===== config.mk =====
export PLATFORM = sky130hd
export DESIGN_NAME = bfs_top
export DESIGN_NICKNAME = d
export VERILOG_FILES = /design/src/logic/bfs_pkg.sv /design/src/logic/bfs_blank.sv /design/src/logic/bfs_top.sv
export SDC_FILE = /design/constraint.sdc
export NUM_CORES = 2
export LEC_CHECK = 0
export BUFFER_PORTS_ARGS = -buffer_cell sky130_fd_sc_hd__buf_2
export CAP_MARGIN = 25
export CORE_MARGIN = 2
export CORE_UTILIZATION = 55
export DETAILED_ROUTE_END_ITERATION = 10
export HOLD_SLACK_MARGIN = 0.12
export PLACE_DENSITY_LB_ADDON = 0.1
export SETUP_SLACK_MARGIN = 0.05
export SYNTH_ARGS = -nofsm -noshare
export SYNTH_HDL_FRONTEND = slang
export SYNTH_HIERARCHICAL = 1
export SYNTH_SLANG_ARGS = --single-unit

===== constraint.sdc =====
create_clock -name clk -period 44.7 [get_ports clk]
set_input_delay 6.705 -clock clk [delete_from_list [all_inputs] [get_ports clk]]
set_output_delay 6.705 -clock clk [all_outputs]
set_load 0.005 [all_outputs]

===== src/logic/bfs_pkg.sv =====
// package: register map, field layout and timing constants for the buck fault supervisor
package bfs_pkg;
    // ---------------------------------------------------------------
    // register word offsets (byte addresses)
    // ---------------------------------------------------------------
    localparam logic [7:0] bfs_reg_ctrl_ofs = 8'h00; // per buck: host enable, forced low power
    localparam logic [7:0] bfs_reg_mode_ofs = 8'h04; // power mode selects, ramp-down enable
    localparam logic [7:0] bfs_reg_mask_ofs = 8'h08; // uv/ov masks
    localparam logic [7:0] bfs_reg_flag_ofs = 8'h0c; // sticky flags, write one to clear
    localparam logic [7:0] bfs_reg_stat_ofs = 8'h10; // live status and outputs
    localparam logic [7:0] bfs_reg_seq_ofs = 8'h14; // sequencer config, one byte per buck
    localparam logic [7:0] bfs_reg_vout_ofs = 8'h18; // voltage codes, one byte per buck
    localparam logic [7:0] bfs_reg_dis_ofs = 8'h1c; // discharge disable per buck
    // ---------------------------------------------------------------
    // field layout
    // ---------------------------------------------------------------
    localparam int bfs_nbuck = 3; // buck_one, buck_two, buck_three
    localparam int bfs_seq_part_bit = 7; // takes part in the sequence
    localparam int bfs_seq_master_lsb = 4; // sequencer master, 2 bits
    localparam int bfs_seq_slot_lsb = 0; // time slot, 3 bits
    localparam int bfs_ramp_dn_bit = 8; // ramp_down_ctrl_enable in mode register
    localparam int bfs_lp_force_lsb = 4; // forced low power bits in ctrl register
    // ---------------------------------------------------------------
    // reset values
    // ---------------------------------------------------------------
    localparam logic [7:0] bfs_vout_rst = 8'h00; // lowest code, 0.600 V
    localparam logic [1:0] bfs_mode_rst = 2'h1; // normal power
    // ---------------------------------------------------------------
    // voltage scale, microvolts
    // ---------------------------------------------------------------
    localparam int bfs_vmin_uv = 600000; // code zero for buck_two and buck_three
    localparam int bfs_step2_uv = 6250;
    localparam int bfs_step3_uv = 12500;
    // ---------------------------------------------------------------
    // timing: soft-start ramps at 17 mV per us
    // ---------------------------------------------------------------
    localparam int bfs_clk_mhz = 200;
    localparam int bfs_ss_uv_per_us = 17000;
    // power mode field codes
    typedef enum logic [1:0]
    {
        bfs_pm_off = 2'b00,
        bfs_pm_normal = 2'b01,
        bfs_pm_lp_sleep = 2'b10,
        bfs_pm_lp = 2'b11
    } bfs_pmode_t;
endpackage


===== src/logic/bfs_blank.sv =====
// one buck's blanking window timer: soft-start and controlled downward ramp
`timescale 1ns/1ps
`default_nettype none
module bfs_blank
#(
    parameter int cnt_w = 20 // counter width in bits, counts cycles
)
(
    input wire logic clk,
    input wire logic rstn,
    input wire logic start, // one-cycle load pulse
    input wire logic [cnt_w-1:0] len, // window length in cycles
    input wire logic abort, // drop the window at once
    output logic busy // window open
);
    // ---------------------------------------------------------------
    // down counter
    // ---------------------------------------------------------------
    logic [cnt_w-1:0] cnt; // remaining cycles

    // load on start, count to zero, abort clears
    always_ff @(posedge clk or negedge rstn)
    begin
        if (!rstn)
            cnt <= '0;
        else if (abort)
            cnt <= '0;
        else if (start)
            cnt <= len;
        else if (cnt != '0)
            cnt <= cnt - 1'b1;
    end

    assign busy = (cnt != '0);

    // a started window with nonzero length opens next cycle
    a_window_opens: assert property (@(posedge clk) disable iff (!rstn)
        start && !abort && len != '0 |=> busy)
        else $error("blank window did not open");
endmodule
`default_nettype wire


===== src/logic/bfs_top.sv =====
// buck fault supervisor: uv/ov flags, blanking, powerdown request, enable and mode control
`timescale 1ns/1ps
`default_nettype none
// Function
// - ramp-down enabled: hide overvoltage until ramp done
// - ramp-down disabled: overvoltage fires, unmasked powers down
// - live status bits for uv, ov, current limit
// - enable from sequencer or host write
// - sequencer config: participation, master, slot
// - two-bit power mode selects normal or low
// - optional automatic low power in deep sleep
// - host can force low power always
// - buck_two code 0.600V plus 6.25mV steps
// - buck_three code 0.600V plus 12.5mV steps
// - undervoltage comparator latches undervoltage flag
// - unmasked undervoltage requests powerdown
// - undervoltage blanked during soft-start period only
// - raising code steps target, no blanking
// - masked events still set their flags
// - overvoltage comparator latches overvoltage flag
// - unmasked overvoltage requests powerdown
// - overvoltage blanked during soft-start period
// - overvoltage after code change powers down unmasked
// - discharge on by default when regulator off
// - enabled regulator always disconnects discharge
module bfs_top
    import bfs_pkg::*;
#(
    parameter int ramp_cycles = 2000 // downward controlled ramp length
)
(
    input wire logic clk,
    input wire logic rstn,
    // avalon-mm slave
    input wire logic [7:0] avs_address,
    input wire logic avs_read,
    input wire logic avs_write,
    input wire logic [31:0] avs_writedata,
    input wire logic [3:0] avs_byteenable,
    output logic [31:0] avs_readdata,
    output logic avs_waitrequest,
    // analog comparators, asynchronous
    input wire logic [bfs_nbuck-1:0] uv_cmp,
    input wire logic [bfs_nbuck-1:0] ov_cmp,
    input wire logic [bfs_nbuck-1:0] ilim_cmp,
    // sequencer side
    input wire logic [bfs_nbuck-1:0] seq_enable, // sequencer's enable per buck
    input wire logic deep_sleep_state, // chip in deep sleep
    output logic powerdown_req, // to the power sequencer
    // regulator controls
    output logic [bfs_nbuck-1:0] buck_enable,
    output logic [bfs_nbuck-1:0] buck_low_power,
    output logic [bfs_nbuck-1:0] discharge_on,
    output logic [bfs_nbuck*8-1:0] buck_voltage_code,
    output logic [bfs_nbuck*8-1:0] buck_sequencer_config,
    output logic [bfs_nbuck*22-1:0] buck_target_uv // target in microvolts
);
    // ---------------------------------------------------------------
    // registers
    // ---------------------------------------------------------------
    logic [bfs_nbuck-1:0] host_en; // host enable
    logic [bfs_nbuck-1:0] lp_force; // forced low power
    logic [bfs_nbuck*2-1:0] pmode; // power mode fields
    logic ramp_down_ctrl_enable; // controlled downward ramp
    logic [bfs_nbuck-1:0] uv_mask;
    logic [bfs_nbuck-1:0] ov_mask;
    logic [bfs_nbuck-1:0] uv_flag; // sticky
    logic [bfs_nbuck-1:0] ov_flag; // sticky
    logic [bfs_nbuck-1:0] discharge_disable;
    logic [7:0] vout [bfs_nbuck]; // voltage codes
    logic [7:0] seqc [bfs_nbuck]; // sequencer configs

    // ---------------------------------------------------------------
    // bus decode
    // ---------------------------------------------------------------
    logic ack; // one-cycle answer
    logic wr_take; // write taken this edge
    logic [31:0] wmask; // byte enables spread to bits
    assign wr_take = avs_write && ack;
    assign avs_waitrequest = (avs_read || avs_write) && !ack;

    // answer every request on its second cycle, so read data can register
    always_ff @(posedge clk or negedge rstn)
    begin
        if (!rstn)
            ack <= 1'b0;
        else
            ack <= (avs_read || avs_write) && !ack;
    end

    // byte enable mask
    always_comb
    begin
        for (int b = 0; b < 4; b++)
            wmask[b*8 +: 8] = {8{avs_byteenable[b]}};
    end

    // masked write helper, used by the ctrl and mode register writes and the lowered-code check
    function automatic logic [31:0] merge(input logic [31:0] old, input logic [31:0] d, input logic [31:0] m);
        merge = (old & ~m) | (d & m);
    endfunction

    // ---------------------------------------------------------------
    // input synchronisers
    // ---------------------------------------------------------------
    logic [bfs_nbuck*4+1-1:0] sy1; // first stage, read only by sy2
    logic [bfs_nbuck*4+1-1:0] sy2;
    always_ff @(posedge clk or negedge rstn)
    begin
        if (!rstn)
        begin
            sy1 <= '0;
            sy2 <= '0;
        end
        else
        begin
            sy1 <= {deep_sleep_state, seq_enable, ilim_cmp, ov_cmp, uv_cmp};
            sy2 <= sy1;
        end
    end
    logic [bfs_nbuck-1:0] uv_s, ov_s, ilim_s, seq_en_s;
    logic sleep_s;
    assign {sleep_s, seq_en_s, ilim_s, ov_s, uv_s} = sy2;

    // ---------------------------------------------------------------
    // per-buck control and supervision
    // ---------------------------------------------------------------
    logic [bfs_nbuck-1:0] en_prev; // enable last cycle
    logic [bfs_nbuck-1:0] ss_busy, rd_busy; // blanking windows
    logic [bfs_nbuck-1:0] uv_ev, ov_ev; // qualified events
    logic [bfs_nbuck-1:0] code_dn; // code lowered this edge

    // enable follows sequencer or host
    assign buck_enable = host_en | seq_en_s;

    genvar i;
    generate
        for (i = 0; i < bfs_nbuck; i++)
        begin : g_buck
            logic [7:0] nxt_code; // value the write will leave
            logic [19:0] ss_len; // soft-start cycles from target
            logic [21:0] tgt;
            logic [1:0] pm;
            logic ss_win; // soft-start blank, enable edge included
            assign pm = pmode[i*2 +: 2];
            assign nxt_code = 8'(merge({24'h0, vout[i]}, avs_writedata >> (8*i), wmask >> (8*i)));
            assign code_dn[i] = wr_take && avs_address == bfs_reg_vout_ofs && avs_byteenable[i]
                && nxt_code < vout[i];

            // target voltage: buck_one shares buck_two's scale here
            assign tgt = (i == 2) ? 22'(bfs_vmin_uv + int'(vout[i]) * bfs_step3_uv)
                : 22'(bfs_vmin_uv + int'(vout[i]) * bfs_step2_uv);
            assign buck_target_uv[i*22 +: 22] = tgt;
            // soft-start length = target / 17 mV/us, at 200 cycles per us
            assign ss_len = 20'((int'(tgt) * bfs_clk_mhz) / bfs_ss_uv_per_us);

            // soft-start window opens at enable, closes after a length set by the target voltage
            bfs_blank #(.cnt_w(20)) u_ss
            (
                .clk(clk),
                .rstn(rstn),
                .start(buck_enable[i] && !en_prev[i]),
                .len(ss_len),
                .abort(!buck_enable[i]),
                .busy(ss_busy[i])
            );
            // downward ramp window only when controlled ramp is on
            bfs_blank #(.cnt_w(20)) u_rd
            (
                .clk(clk),
                .rstn(rstn),
                .start(code_dn[i] && ramp_down_ctrl_enable && buck_enable[i]),
                .len(20'(ramp_cycles)),
                .abort(!buck_enable[i]),
                .busy(rd_busy[i])
            );

            // uv: blanked only by soft-start; raised code not blanked
            // the counter loads one edge after enable, so the enable cycle itself must blank too
            assign ss_win = ss_busy[i] || (buck_enable[i] && !en_prev[i]);
            assign uv_ev[i] = uv_s[i] && buck_enable[i] && !ss_win;
            // ov: blanked by soft-start and controlled ramp
            assign ov_ev[i] = ov_s[i] && buck_enable[i] && !ss_win && !rd_busy[i];

            // low power: forced, or mode field, or sleep entry
            assign buck_low_power[i] = lp_force[i] || pm == bfs_pm_lp
                || (pm == bfs_pm_lp_sleep && sleep_s);
            // discharge only while off and not disabled
            assign discharge_on[i] = !buck_enable[i] && !discharge_disable[i];
            assign buck_voltage_code[i*8 +: 8] = vout[i];
            assign buck_sequencer_config[i*8 +: 8] = seqc[i];
        end
    endgenerate

    // enable history for soft-start start edge
    always_ff @(posedge clk or negedge rstn)
    begin
        if (!rstn)
            en_prev <= '0;
        else
            en_prev <= buck_enable;
    end

    // ---------------------------------------------------------------
    // sticky flags: set wins over write-one clear
    // ---------------------------------------------------------------
    logic flag_wr; // flag register written
    assign flag_wr = wr_take && avs_address == bfs_reg_flag_ofs;
    always_ff @(posedge clk or negedge rstn)
    begin
        if (!rstn)
        begin
            uv_flag <= '0;
            ov_flag <= '0;
        end
        else
        begin
            // masks do not gate the flags
            uv_flag <= (uv_flag & ~(flag_wr && avs_byteenable[0] ? avs_writedata[2:0] : 3'h0)) | uv_ev;
            ov_flag <= (ov_flag & ~(flag_wr && avs_byteenable[1] ? avs_writedata[10:8] : 3'h0)) | ov_ev;
        end
    end

    // one request from every unmasked event, next cycle
    always_ff @(posedge clk or negedge rstn)
    begin
        if (!rstn)
            powerdown_req <= 1'b0;
        else
            powerdown_req <= |((uv_ev & ~uv_mask) | (ov_ev & ~ov_mask));
    end

    // ---------------------------------------------------------------
    // register writes
    // ---------------------------------------------------------------
    always_ff @(posedge clk or negedge rstn)
    begin
        if (!rstn)
        begin
            host_en <= '0;
            lp_force <= '0;
            pmode <= {bfs_nbuck{bfs_mode_rst}};
            ramp_down_ctrl_enable <= 1'b1;
            uv_mask <= '0;
            ov_mask <= '0;
            discharge_disable <= '0; // discharge enabled at reset
            for (int k = 0; k < bfs_nbuck; k++)
            begin
                vout[k] <= bfs_vout_rst;
                seqc[k] <= 8'h00;
            end
        end
        else if (wr_take)
        begin
            case (avs_address)
                bfs_reg_ctrl_ofs:
                begin
                    host_en <= 3'(merge({29'h0, host_en}, avs_writedata, wmask));
                    lp_force <= 3'(merge({25'h0, lp_force, 4'h0}, avs_writedata, wmask) >> bfs_lp_force_lsb);
                end
                bfs_reg_mode_ofs:
                begin
                    pmode <= 6'(merge({26'h0, pmode}, avs_writedata, wmask));
                    if (avs_byteenable[1])
                        ramp_down_ctrl_enable <= avs_writedata[bfs_ramp_dn_bit];
                end
                bfs_reg_mask_ofs:
                begin
                    if (avs_byteenable[0])
                        uv_mask <= avs_writedata[2:0];
                    if (avs_byteenable[1])
                        ov_mask <= avs_writedata[10:8];
                end
                bfs_reg_dis_ofs:
                begin
                    if (avs_byteenable[0])
                        discharge_disable <= avs_writedata[2:0];
                end
                bfs_reg_vout_ofs, bfs_reg_seq_ofs:
                begin
                    // code write takes effect in one step
                    for (int k = 0; k < bfs_nbuck; k++)
                        if (avs_byteenable[k])
                        begin
                            if (avs_address == bfs_reg_vout_ofs)
                                vout[k] <= avs_writedata[k*8 +: 8];
                            else
                                seqc[k] <= avs_writedata[k*8 +: 8];
                        end
                end
                default:
                begin
                    // unmapped or read-only: write ignored
                end
            endcase
        end
    end

    // ---------------------------------------------------------------
    // read data, registered, unmapped reads zero
    // ---------------------------------------------------------------
    always_ff @(posedge clk or negedge rstn)
    begin
        if (!rstn)
            avs_readdata <= 32'h0;
        else if (avs_read && !ack)
        begin
            case (avs_address)
                bfs_reg_ctrl_ofs: avs_readdata <= {25'h0, lp_force, 1'b0, host_en};
                bfs_reg_mode_ofs: avs_readdata <= {23'h0, ramp_down_ctrl_enable, 2'h0, pmode};
                bfs_reg_mask_ofs: avs_readdata <= {21'h0, ov_mask, 5'h0, uv_mask};
                bfs_reg_flag_ofs: avs_readdata <= {21'h0, ov_flag, 5'h0, uv_flag};
                // live comparator status beside the flags
                bfs_reg_stat_ofs: avs_readdata <= {5'h0, discharge_on, 1'b0, buck_low_power,
                    1'b0, buck_enable, 1'b0, ilim_s, 1'b0, ov_s, 5'h0, uv_s};
                bfs_reg_seq_ofs: avs_readdata <= {8'h0, seqc[2], seqc[1], seqc[0]};
                bfs_reg_vout_ofs: avs_readdata <= {8'h0, vout[2], vout[1], vout[0]};
                bfs_reg_dis_ofs: avs_readdata <= {29'h0, discharge_disable};
                default: avs_readdata <= 32'h0;
            endcase
        end
    end

    // ---------------------------------------------------------------
    // checks
    // ---------------------------------------------------------------
    a_ov_ramp_hide: assert property (@(posedge clk) disable iff (!rstn)
        rd_busy[1] |-> !ov_ev[1])
        else $error("overvoltage seen during controlled ramp");
    a_ov_trip_pd: assert property (@(posedge clk) disable iff (!rstn)
        (ov_ev & ~ov_mask) != 3'h0 |=> powerdown_req)
        else $error("unmasked overvoltage gave no powerdown");
    a_uv_trip_pd: assert property (@(posedge clk) disable iff (!rstn)
        (uv_ev & ~uv_mask) != 3'h0 |=> powerdown_req)
        else $error("unmasked undervoltage gave no powerdown");
    a_uv_flag_set: assert property (@(posedge clk) disable iff (!rstn)
        uv_ev[1] |=> uv_flag[1])
        else $error("undervoltage flag not latched");
    a_mask_flag_set: assert property (@(posedge clk) disable iff (!rstn)
        ov_ev[1] && ov_mask[1] |=> ov_flag[1])
        else $error("masked overvoltage did not set flag");
    a_ss_blank_uv: assert property (@(posedge clk) disable iff (!rstn)
        ss_busy[1] |-> !uv_ev[1])
        else $error("undervoltage not blanked in soft-start");
    a_discharge_off: assert property (@(posedge clk) disable iff (!rstn)
        buck_enable != 3'h0 |-> (discharge_on & buck_enable) == 3'h0)
        else $error("discharge on while enabled");
    a_pd_quiet: assert property (@(posedge clk) disable iff (!rstn)
        ((uv_ev & ~uv_mask) | (ov_ev & ~ov_mask)) == 3'h0 |=> !powerdown_req)
        else $error("powerdown without cause");
    a_lp_forced: assert property (@(posedge clk) disable iff (!rstn)
        lp_force[1] |-> buck_low_power[1])
        else $error("forced low power ignored");
endmodule
`default_nettype wire


After elaboration in Yosys (flattened, before gate mapping). Index checks and enable logic that the tools add are counted.

Flip-flop bits (word level): 259. Bits of input ports: 61. Output and inout port bits: 157. Word-level logic and storage cells: 209.

Add/subtract/negate cells: 9. $mul: 6. Divide/modulo/power cells: 3. Order comparisons: 3. Equality and inequality tests: 19. Muxes and demuxes: 21. Bitwise operators: 31. Reduce and logical (&&, ||, !) cells: 90.

Operators with widths (count): 20-bit 2-to-1 mux (18); 27-bit one-hot mux with 8 select lines (1); 20-bit nonzero test (6); 20-bit by 1-bit subtractor with 20-bit output (second input constant) (6); 32-bit by 16-bit divider with 32-bit output (second input constant) (3); 22-bit by 5-bit multiplier with 27-bit output (second input constant) (3); 8-bit by 12-bit multiplier with 20-bit output (second input constant) (3); 8-bit AND (6); 20-bit by 21-bit adder with 22-bit output (first input constant) (2); 1-bit logical AND (43); 8-bit by 5-bit == test with 1-bit output (second input constant) (4); 8-bit < comparator (3); 8-bit inverter (3); 8-bit OR (3); 4-bit AND reduction (6); 20-bit by 22-bit adder with 22-bit output (first input constant) (1); 3-bit by 1-bit inequality test with 1-bit output (second input constant) (6); 8-bit by 4-bit == test with 1-bit output (second input constant) (2); 1-bit logical NOT (16); 3-bit AND (5); 3-bit OR (5); 2-bit == test (second input constant) (6); 3-bit inverter (4); 3-bit AND reduction (4); 12 further kinds (23).

Depth between registers and ports, before layout.
Depth after elaboration: 9. Gate-level depth with buffers: 114. Gate-level depth less buffers: 104.

Hierarchy. Netlist, hierarchy kept.

By module, submodules not included: bfs_top (times used 1, cells each 5850, area each 44184.9 um^2, sequential area each 3358.2 um^2); bfs_blank (times used 6, cells each 125, area each 1263.7 um^2, sequential area each 500.5 um^2).

Worst setup path before layout. OpenSTA, ideal clock, no wires.

Path kind: reg-to-reg. From: reg vout, in the netlist buck_voltage_code[16]. To: reg g_buck[2].u_ss.cnt[0]. Setup time: 0.121 ns. Arrival time: 22.335 ns. Data required time: 44.579 ns. Slack: 22.244 ns. Stages on the path, launching flop included: 103. Buffers on the path: 7. Period minus slack after synthesis: 22.456 ns. Cells stage by stage: dfrtp_1 clkbuf_1 inv_1 fa_1 inv_1 ha_1 ha_1 ha_1 a21o_1 a21oi_1 o21bai_1 a21oi_1 o21bai_1 a21oi_1 o21bai_1 a21oi_1 o21bai_1 a21oi_1 [67 not listed] nor2_2 o221ai_2 nor4_2 o21a_1 o31a_1 buf_4 xnor2_1 ha_1 inv_1 or2_1 a21o_1 nor2b_2 nand2b_1 nand2b_2 nor4b_1 a21oi_1 a311o_1 a22o_1.

Longest elaborated chain between the ends: 6.

Ends and longest elaborated chain: from (decl) (RTL line bfs_top.sv:70) `logic [7:0] vout [bfs_nbuck];`; from (signal, indexed assignment) (RTL line bfs_top.sv:249) `vout[k] <= bfs_vout_rst;`; from (signal, indexed assignment) (RTL line bfs_top.sv:286) `vout[k] <= avs_writedata[k*8 +: 8];`; 8-bit by 12-bit multiplier with 20-bit output (RTL line bfs_top.sv:151) `assign tgt = (i == 2) ? 22'(bfs_vmin_uv + int'(vout[i]) * bfs_step3_uv)`; 20-bit by 22-bit adder with 22-bit output (RTL line bfs_top.sv:151); via buck_target_uv[62] (RTL line bfs_top.sv:56) `output logic [bfs_nbuck*22-1:0] buck_target_uv`; 22-bit by 5-bit multiplier with 27-bit output (RTL line bfs_top.sv:155) `assign ss_len = 20'((int'(tgt) * bfs_clk_mhz) / bfs_ss_uv_per_us);`; 32-bit by 16-bit divider with 32-bit output (RTL line bfs_top.sv:155); via g_buck[2].ss_len[0] (RTL line bfs_top.sv:141) `logic [19:0] ss_len;`; 20-bit 2-to-1 mux (RTL line bfs_blank.sv:28) `else if (start)`; 20-bit 2-to-1 mux (RTL line bfs_blank.sv:26) `else if (abort)`; to (signal assigned) (RTL line bfs_blank.sv:29) `cnt <= len;`; to (signal assigned) (RTL line bfs_blank.sv:31) `cnt <= cnt - 1'b1;`; to (decl) (RTL line bfs_blank.sv:19) `logic [cnt_w-1:0] cnt;`.

The timed path passes the listed nets, and every way through them passes these cells. A chain may end at the register's enable or synchronous reset.

Final worst setup path.
From: reg vout, in the netlist buck_voltage_code[17]. To: reg g_buck[2].u_ss.cnt[0].

Longest elaborated chain between the ends: 6.

Ends and longest elaborated chain (RTL line): 8-bit by 12-bit multiplier with 20-bit output (bfs_top.sv:151); 20-bit by 22-bit adder with 22-bit output (bfs_top.sv:151); 22-bit by 5-bit multiplier with 27-bit output (bfs_top.sv:155); 32-bit by 16-bit divider with 32-bit output (bfs_top.sv:155); via g_buck[2].ss_len[0] (bfs_top.sv:141); 20-bit 2-to-1 mux (bfs_blank.sv:28); 20-bit 2-to-1 mux (bfs_blank.sv:26).

The timed path passes the listed nets, and every way through them passes these cells.

==> results.py <==
metrics = {
    "status": {
        "status": "finished, final reports clean",
    },
    "clock_tree": {
        "hold_buffers": 0,
        "clkTransAtPathRegs_ns": 0.06,
        "cts-root-buf": "clkbuf_16",
        "clock_sinks": 254,
        "clk_latency_ns": 0.59,
        "clock_path_buffers": 3,
        "ctsResizeCount": 0,
        "h-tree-depth": 1,
        "post-cts-setup-buffers": 0,
        "numCtsBuffers": 29,
        "cts_tree": "built",
    },
    "sta": {
        "min_period_over_period_pct": 65.9,
        "worst_pin_slew_ns": 1.01,
        "relSlewSlack_pct": 32.5,
        "finalSetupTns_ns": 0,
        "fin_crit_ns": 29.46,
        "rsz0062_at_grt": "no",
        "drv_slew": 0,
        "skew_ns": 0.0236,
        "setup_violations": 0,
        "max_freq_mhz": 33.9,
        "hold_viol": 0,
        "fin_worst_hold_slack_ns": 0.349,
    },
    "detailed_routing": {
        "wirelength_um": 151000,
        "final_antenna_net_count": 0,
        "drt_iter0_drc": 4298,
        "num_vias": 51376,
        "routedWlPerCell_um": 18.9,
        "viasPerCell": 6.41,
        "drc_errors": 0,
        "drt_first_pass_iters": 6,
    },
    "yosys": {
        "yosys.cell_types.count": 176,
        "ys_warn_count": 6,
        "syn_avg_cell_area_um2": 7.84,
        "synthMuxAreaShare_pct": 4.88,
        "yosys.area.top_type": "dfrtp_1",
        "syn_inst": 6600,
        "synth-seq-area-share_pct": 12.3,
        "synth_area_leaders": "dfrtp_1 (12%), ha_1 (9.7%), xnor2_1 (7.1%)",
        "synth_top_family_by_area": "compound AO/OA/AOI/OAI gates",
        "async_flop_share_pct": 100,
        "synth_top_area_share_pct": 12.1,
        "synth_edf_count": 0,
        "ys_ff_latch": 254,
        "synth_adder_area_share_pct": 13.2,
        "synth_compound_area_share_pct": 30.0,
        "synth_area_um2": 51800,
        "synthSimpleGateAreaFrac_pct": 23.7,
        "synth-main-ff-cell": "dfrtp_1",
        "synth_xor_area_share_pct": 10.8,
    },
    "setup_path": {
        "crit_path_start_kind": "flip-flop",
        "r2r_start": "buck_voltage_code[17]$_DFFE_PN0P_",
        "cp.arrival_ns": 29.92,
        "r2r-end": "g_buck[2].u_ss/cnt[0]$_DFFE_PN0P_",
        "cp_data_required_time_ns": 45.16,
        "r2r_slack_ns": 15.24,
        "cp_slowest_cell": "o21ai_2",
        "slowest_delay_ns": 0.77,
        "critical_path.max_fanout": 25,
        "worst_r2r_path_depth": 100,
        "crit_type": "reg -> reg",
        "end_kind": "flip-flop",
    },
    "final_layout": {
        "drive_gt1_share_pct": 13.4,
        "stdcell_count": 8009,
        "fill_cells": 8725,
        "areaGrowthSynthToFinish_pct": 6.01,
        "stdcell_area_um2": 54900,
        "final_common_cell": "nand2_1",
        "fin_nets": 7278,
        "final_cell_mix": "nand2_1 (624), nor2_1 (474), xnor2_1 (418), ha_1 (403), a21oi_1 (385)",
    },
    "placement": {
        "dp_cells": 7952,
        "gp_congestion": 0.913,
        "placed_cell_area_um2": 53800,
        "dpl.hpwl_um": 120000,
        "port_buffers": 199,
    },
    "die": {
        "die_x_um": 311,
        "row_count": 112,
        "start_util_pct": 55.5,
        "coreArea_um2": 93300,
        "die_y_um": 311,
        "ios": 218,
        "die_area_um2": 96600,
    },
    "global_route": {
        "grt_usage_pct": 29.8,
        "grt_start_max_net_pins": 74,
        "antenna_found_initial": 5,
        "grt_overflow_total": 0,
        "first_global_vias": 47775,
        "grt_pass1_wl_um": 247000,
    },
    "hold_path": {
        "hold_end": "sy2[10]$_DFF_PN0_",
        "hp-class": "reg -> reg",
        "min_from": "sy1[10]$_DFF_PN0_",
        "whs_path_depth": 0,
    },
    "job": {
        "drv_cap": 0,
    },
}
==> worst max-delay path: cells and delay by family (launching register included) <==
kind | cells | cell delay (ns)
and+or+nand+nor | 17 | 5.11
adders and majority gates | 7 | 2.88
muxes | 4 | 1.44
buffers and inverters | 13 | 2.70
AOI/OAI and AO/OA | 53 | 14.53
DFF | 1 | 0.73
xor gates and xnor gates | 6 | 1.85
==> metrics by stage <==
step	worst slack, ns	utilization (%)
after detailed placement	15.72	57.7
final	15.24	58.8
after global placement	15.96	57.7
after global routing	12.90	58.8
after CTS	15.59	58.8
after floorplan	22.24	-
==> cell families after synthesis <==
| family | after synthesis |
|---|---|
| AO/OA/AOI/OAI | 2062 |
| multiplexers | 232 |
| flip-flops | 254 |
| AND/OR/NAND/NOR | 2325 |
| buffers and inverters | 610 |
| other | 2 |
| XOR/XNOR | 616 |
| adder cells (fa/ha/maj) | 499 |
==> flip-flops by register name, summed over array words and instances, names as in the netlist, named ones only <==
name	flops
uv_flag	3
uv_mask	3
buck_sequencer_config	24
powerdown_req	1
ack	1
avs_readdata	27
g_buck.u_rd/cnt	60
ov_mask	3
g_buck.u_ss/cnt	60
ov_flag	3
sy1	13
discharge_disable	3
buck_voltage_code	24
en_prev	3
ramp_down_ctrl_enable	1
sy2	13
==> how the worst max path moves through the flow <==
| stage | slack, ns | cells past startpoint | endpoint | start |
|---|---|---|---|---|
| floorplan | 22.24 | 102 | g_buck[2].u_ss/cnt[0]$_DFFE_PN0P_ | buck_voltage_code[16]$_DFFE_PN0P_ |
| global placement | 15.96 | 92 | g_buck[0].u_ss/cnt[0]$_DFFE_PN0P_ | buck_voltage_code[1]$_DFFE_PN0P_ |
| detailed placement | 15.72 | 93 | g_buck[0].u_ss/cnt[0]$_DFFE_PN0P_ | buck_voltage_code[1]$_DFFE_PN0P_ |
| CTS | 15.59 | 93 | g_buck[0].u_ss/cnt[0]$_DFFE_PN0P_ | buck_voltage_code[1]$_DFFE_PN0P_ |
| global route | 12.90 | 92 | g_buck[0].u_ss/cnt[0]$_DFFE_PN0P_ | buck_voltage_code[1]$_DFFE_PN0P_ |
| finish | 15.24 | 100 | g_buck[2].u_ss/cnt[0]$_DFFE_PN0P_ | buck_voltage_code[17]$_DFFE_PN0P_ |
==> routing by layer <==
metal  vias up  global-route usage (%)  part of all wire (%)
met5         -                       0                 0.039
met4         8                    4.86                   1.4
met3       168                    3.44                   6.0
met2      1555                    49.0                    46
met1     24684                    42.5                    47
li1      24961                       -                     -
==> synth_stat cells, drive strengths merged (80+ instances only) <==
cell type  instances
a211oi           106
a21o              87
a21oi            401
a31oi             94
and2              84
and3              80
buf              104
clkbuf           121
dfrtp            250
fa                83
ha               403
inv              384
mux2             123
mux2i            109
nand2            631
nand3            254
nand4             87
nor2             489
nor3             186
nor4             108
o211ai           104
o21ai            433
xnor2            432
xor2             183
==> cell type report <==
| class | count | area, µm² | share of cell area [%] |
|---|---|---|---|
| clock buffers | 38 | 810 | 1.48 |
| flip-flops and latches | 254 | 6360 | 11.6 |
| multi-input cells | 5815 | 43100 | 78.5 |
| well taps | 1254 | 1570 | 2.86 |
| repair buffers | 246 | 1390 | 2.54 |
| inverters | 385 | 1450 | 2.64 |
| diodes | 1 | 2.50 | 0.00456 |
| clock inverters | 16 | 189 | 0.344 |
Power is left out: the tool's default activity adds up to more than one toggle a clock period on the data nets, which glitch-free logic cannot reach.
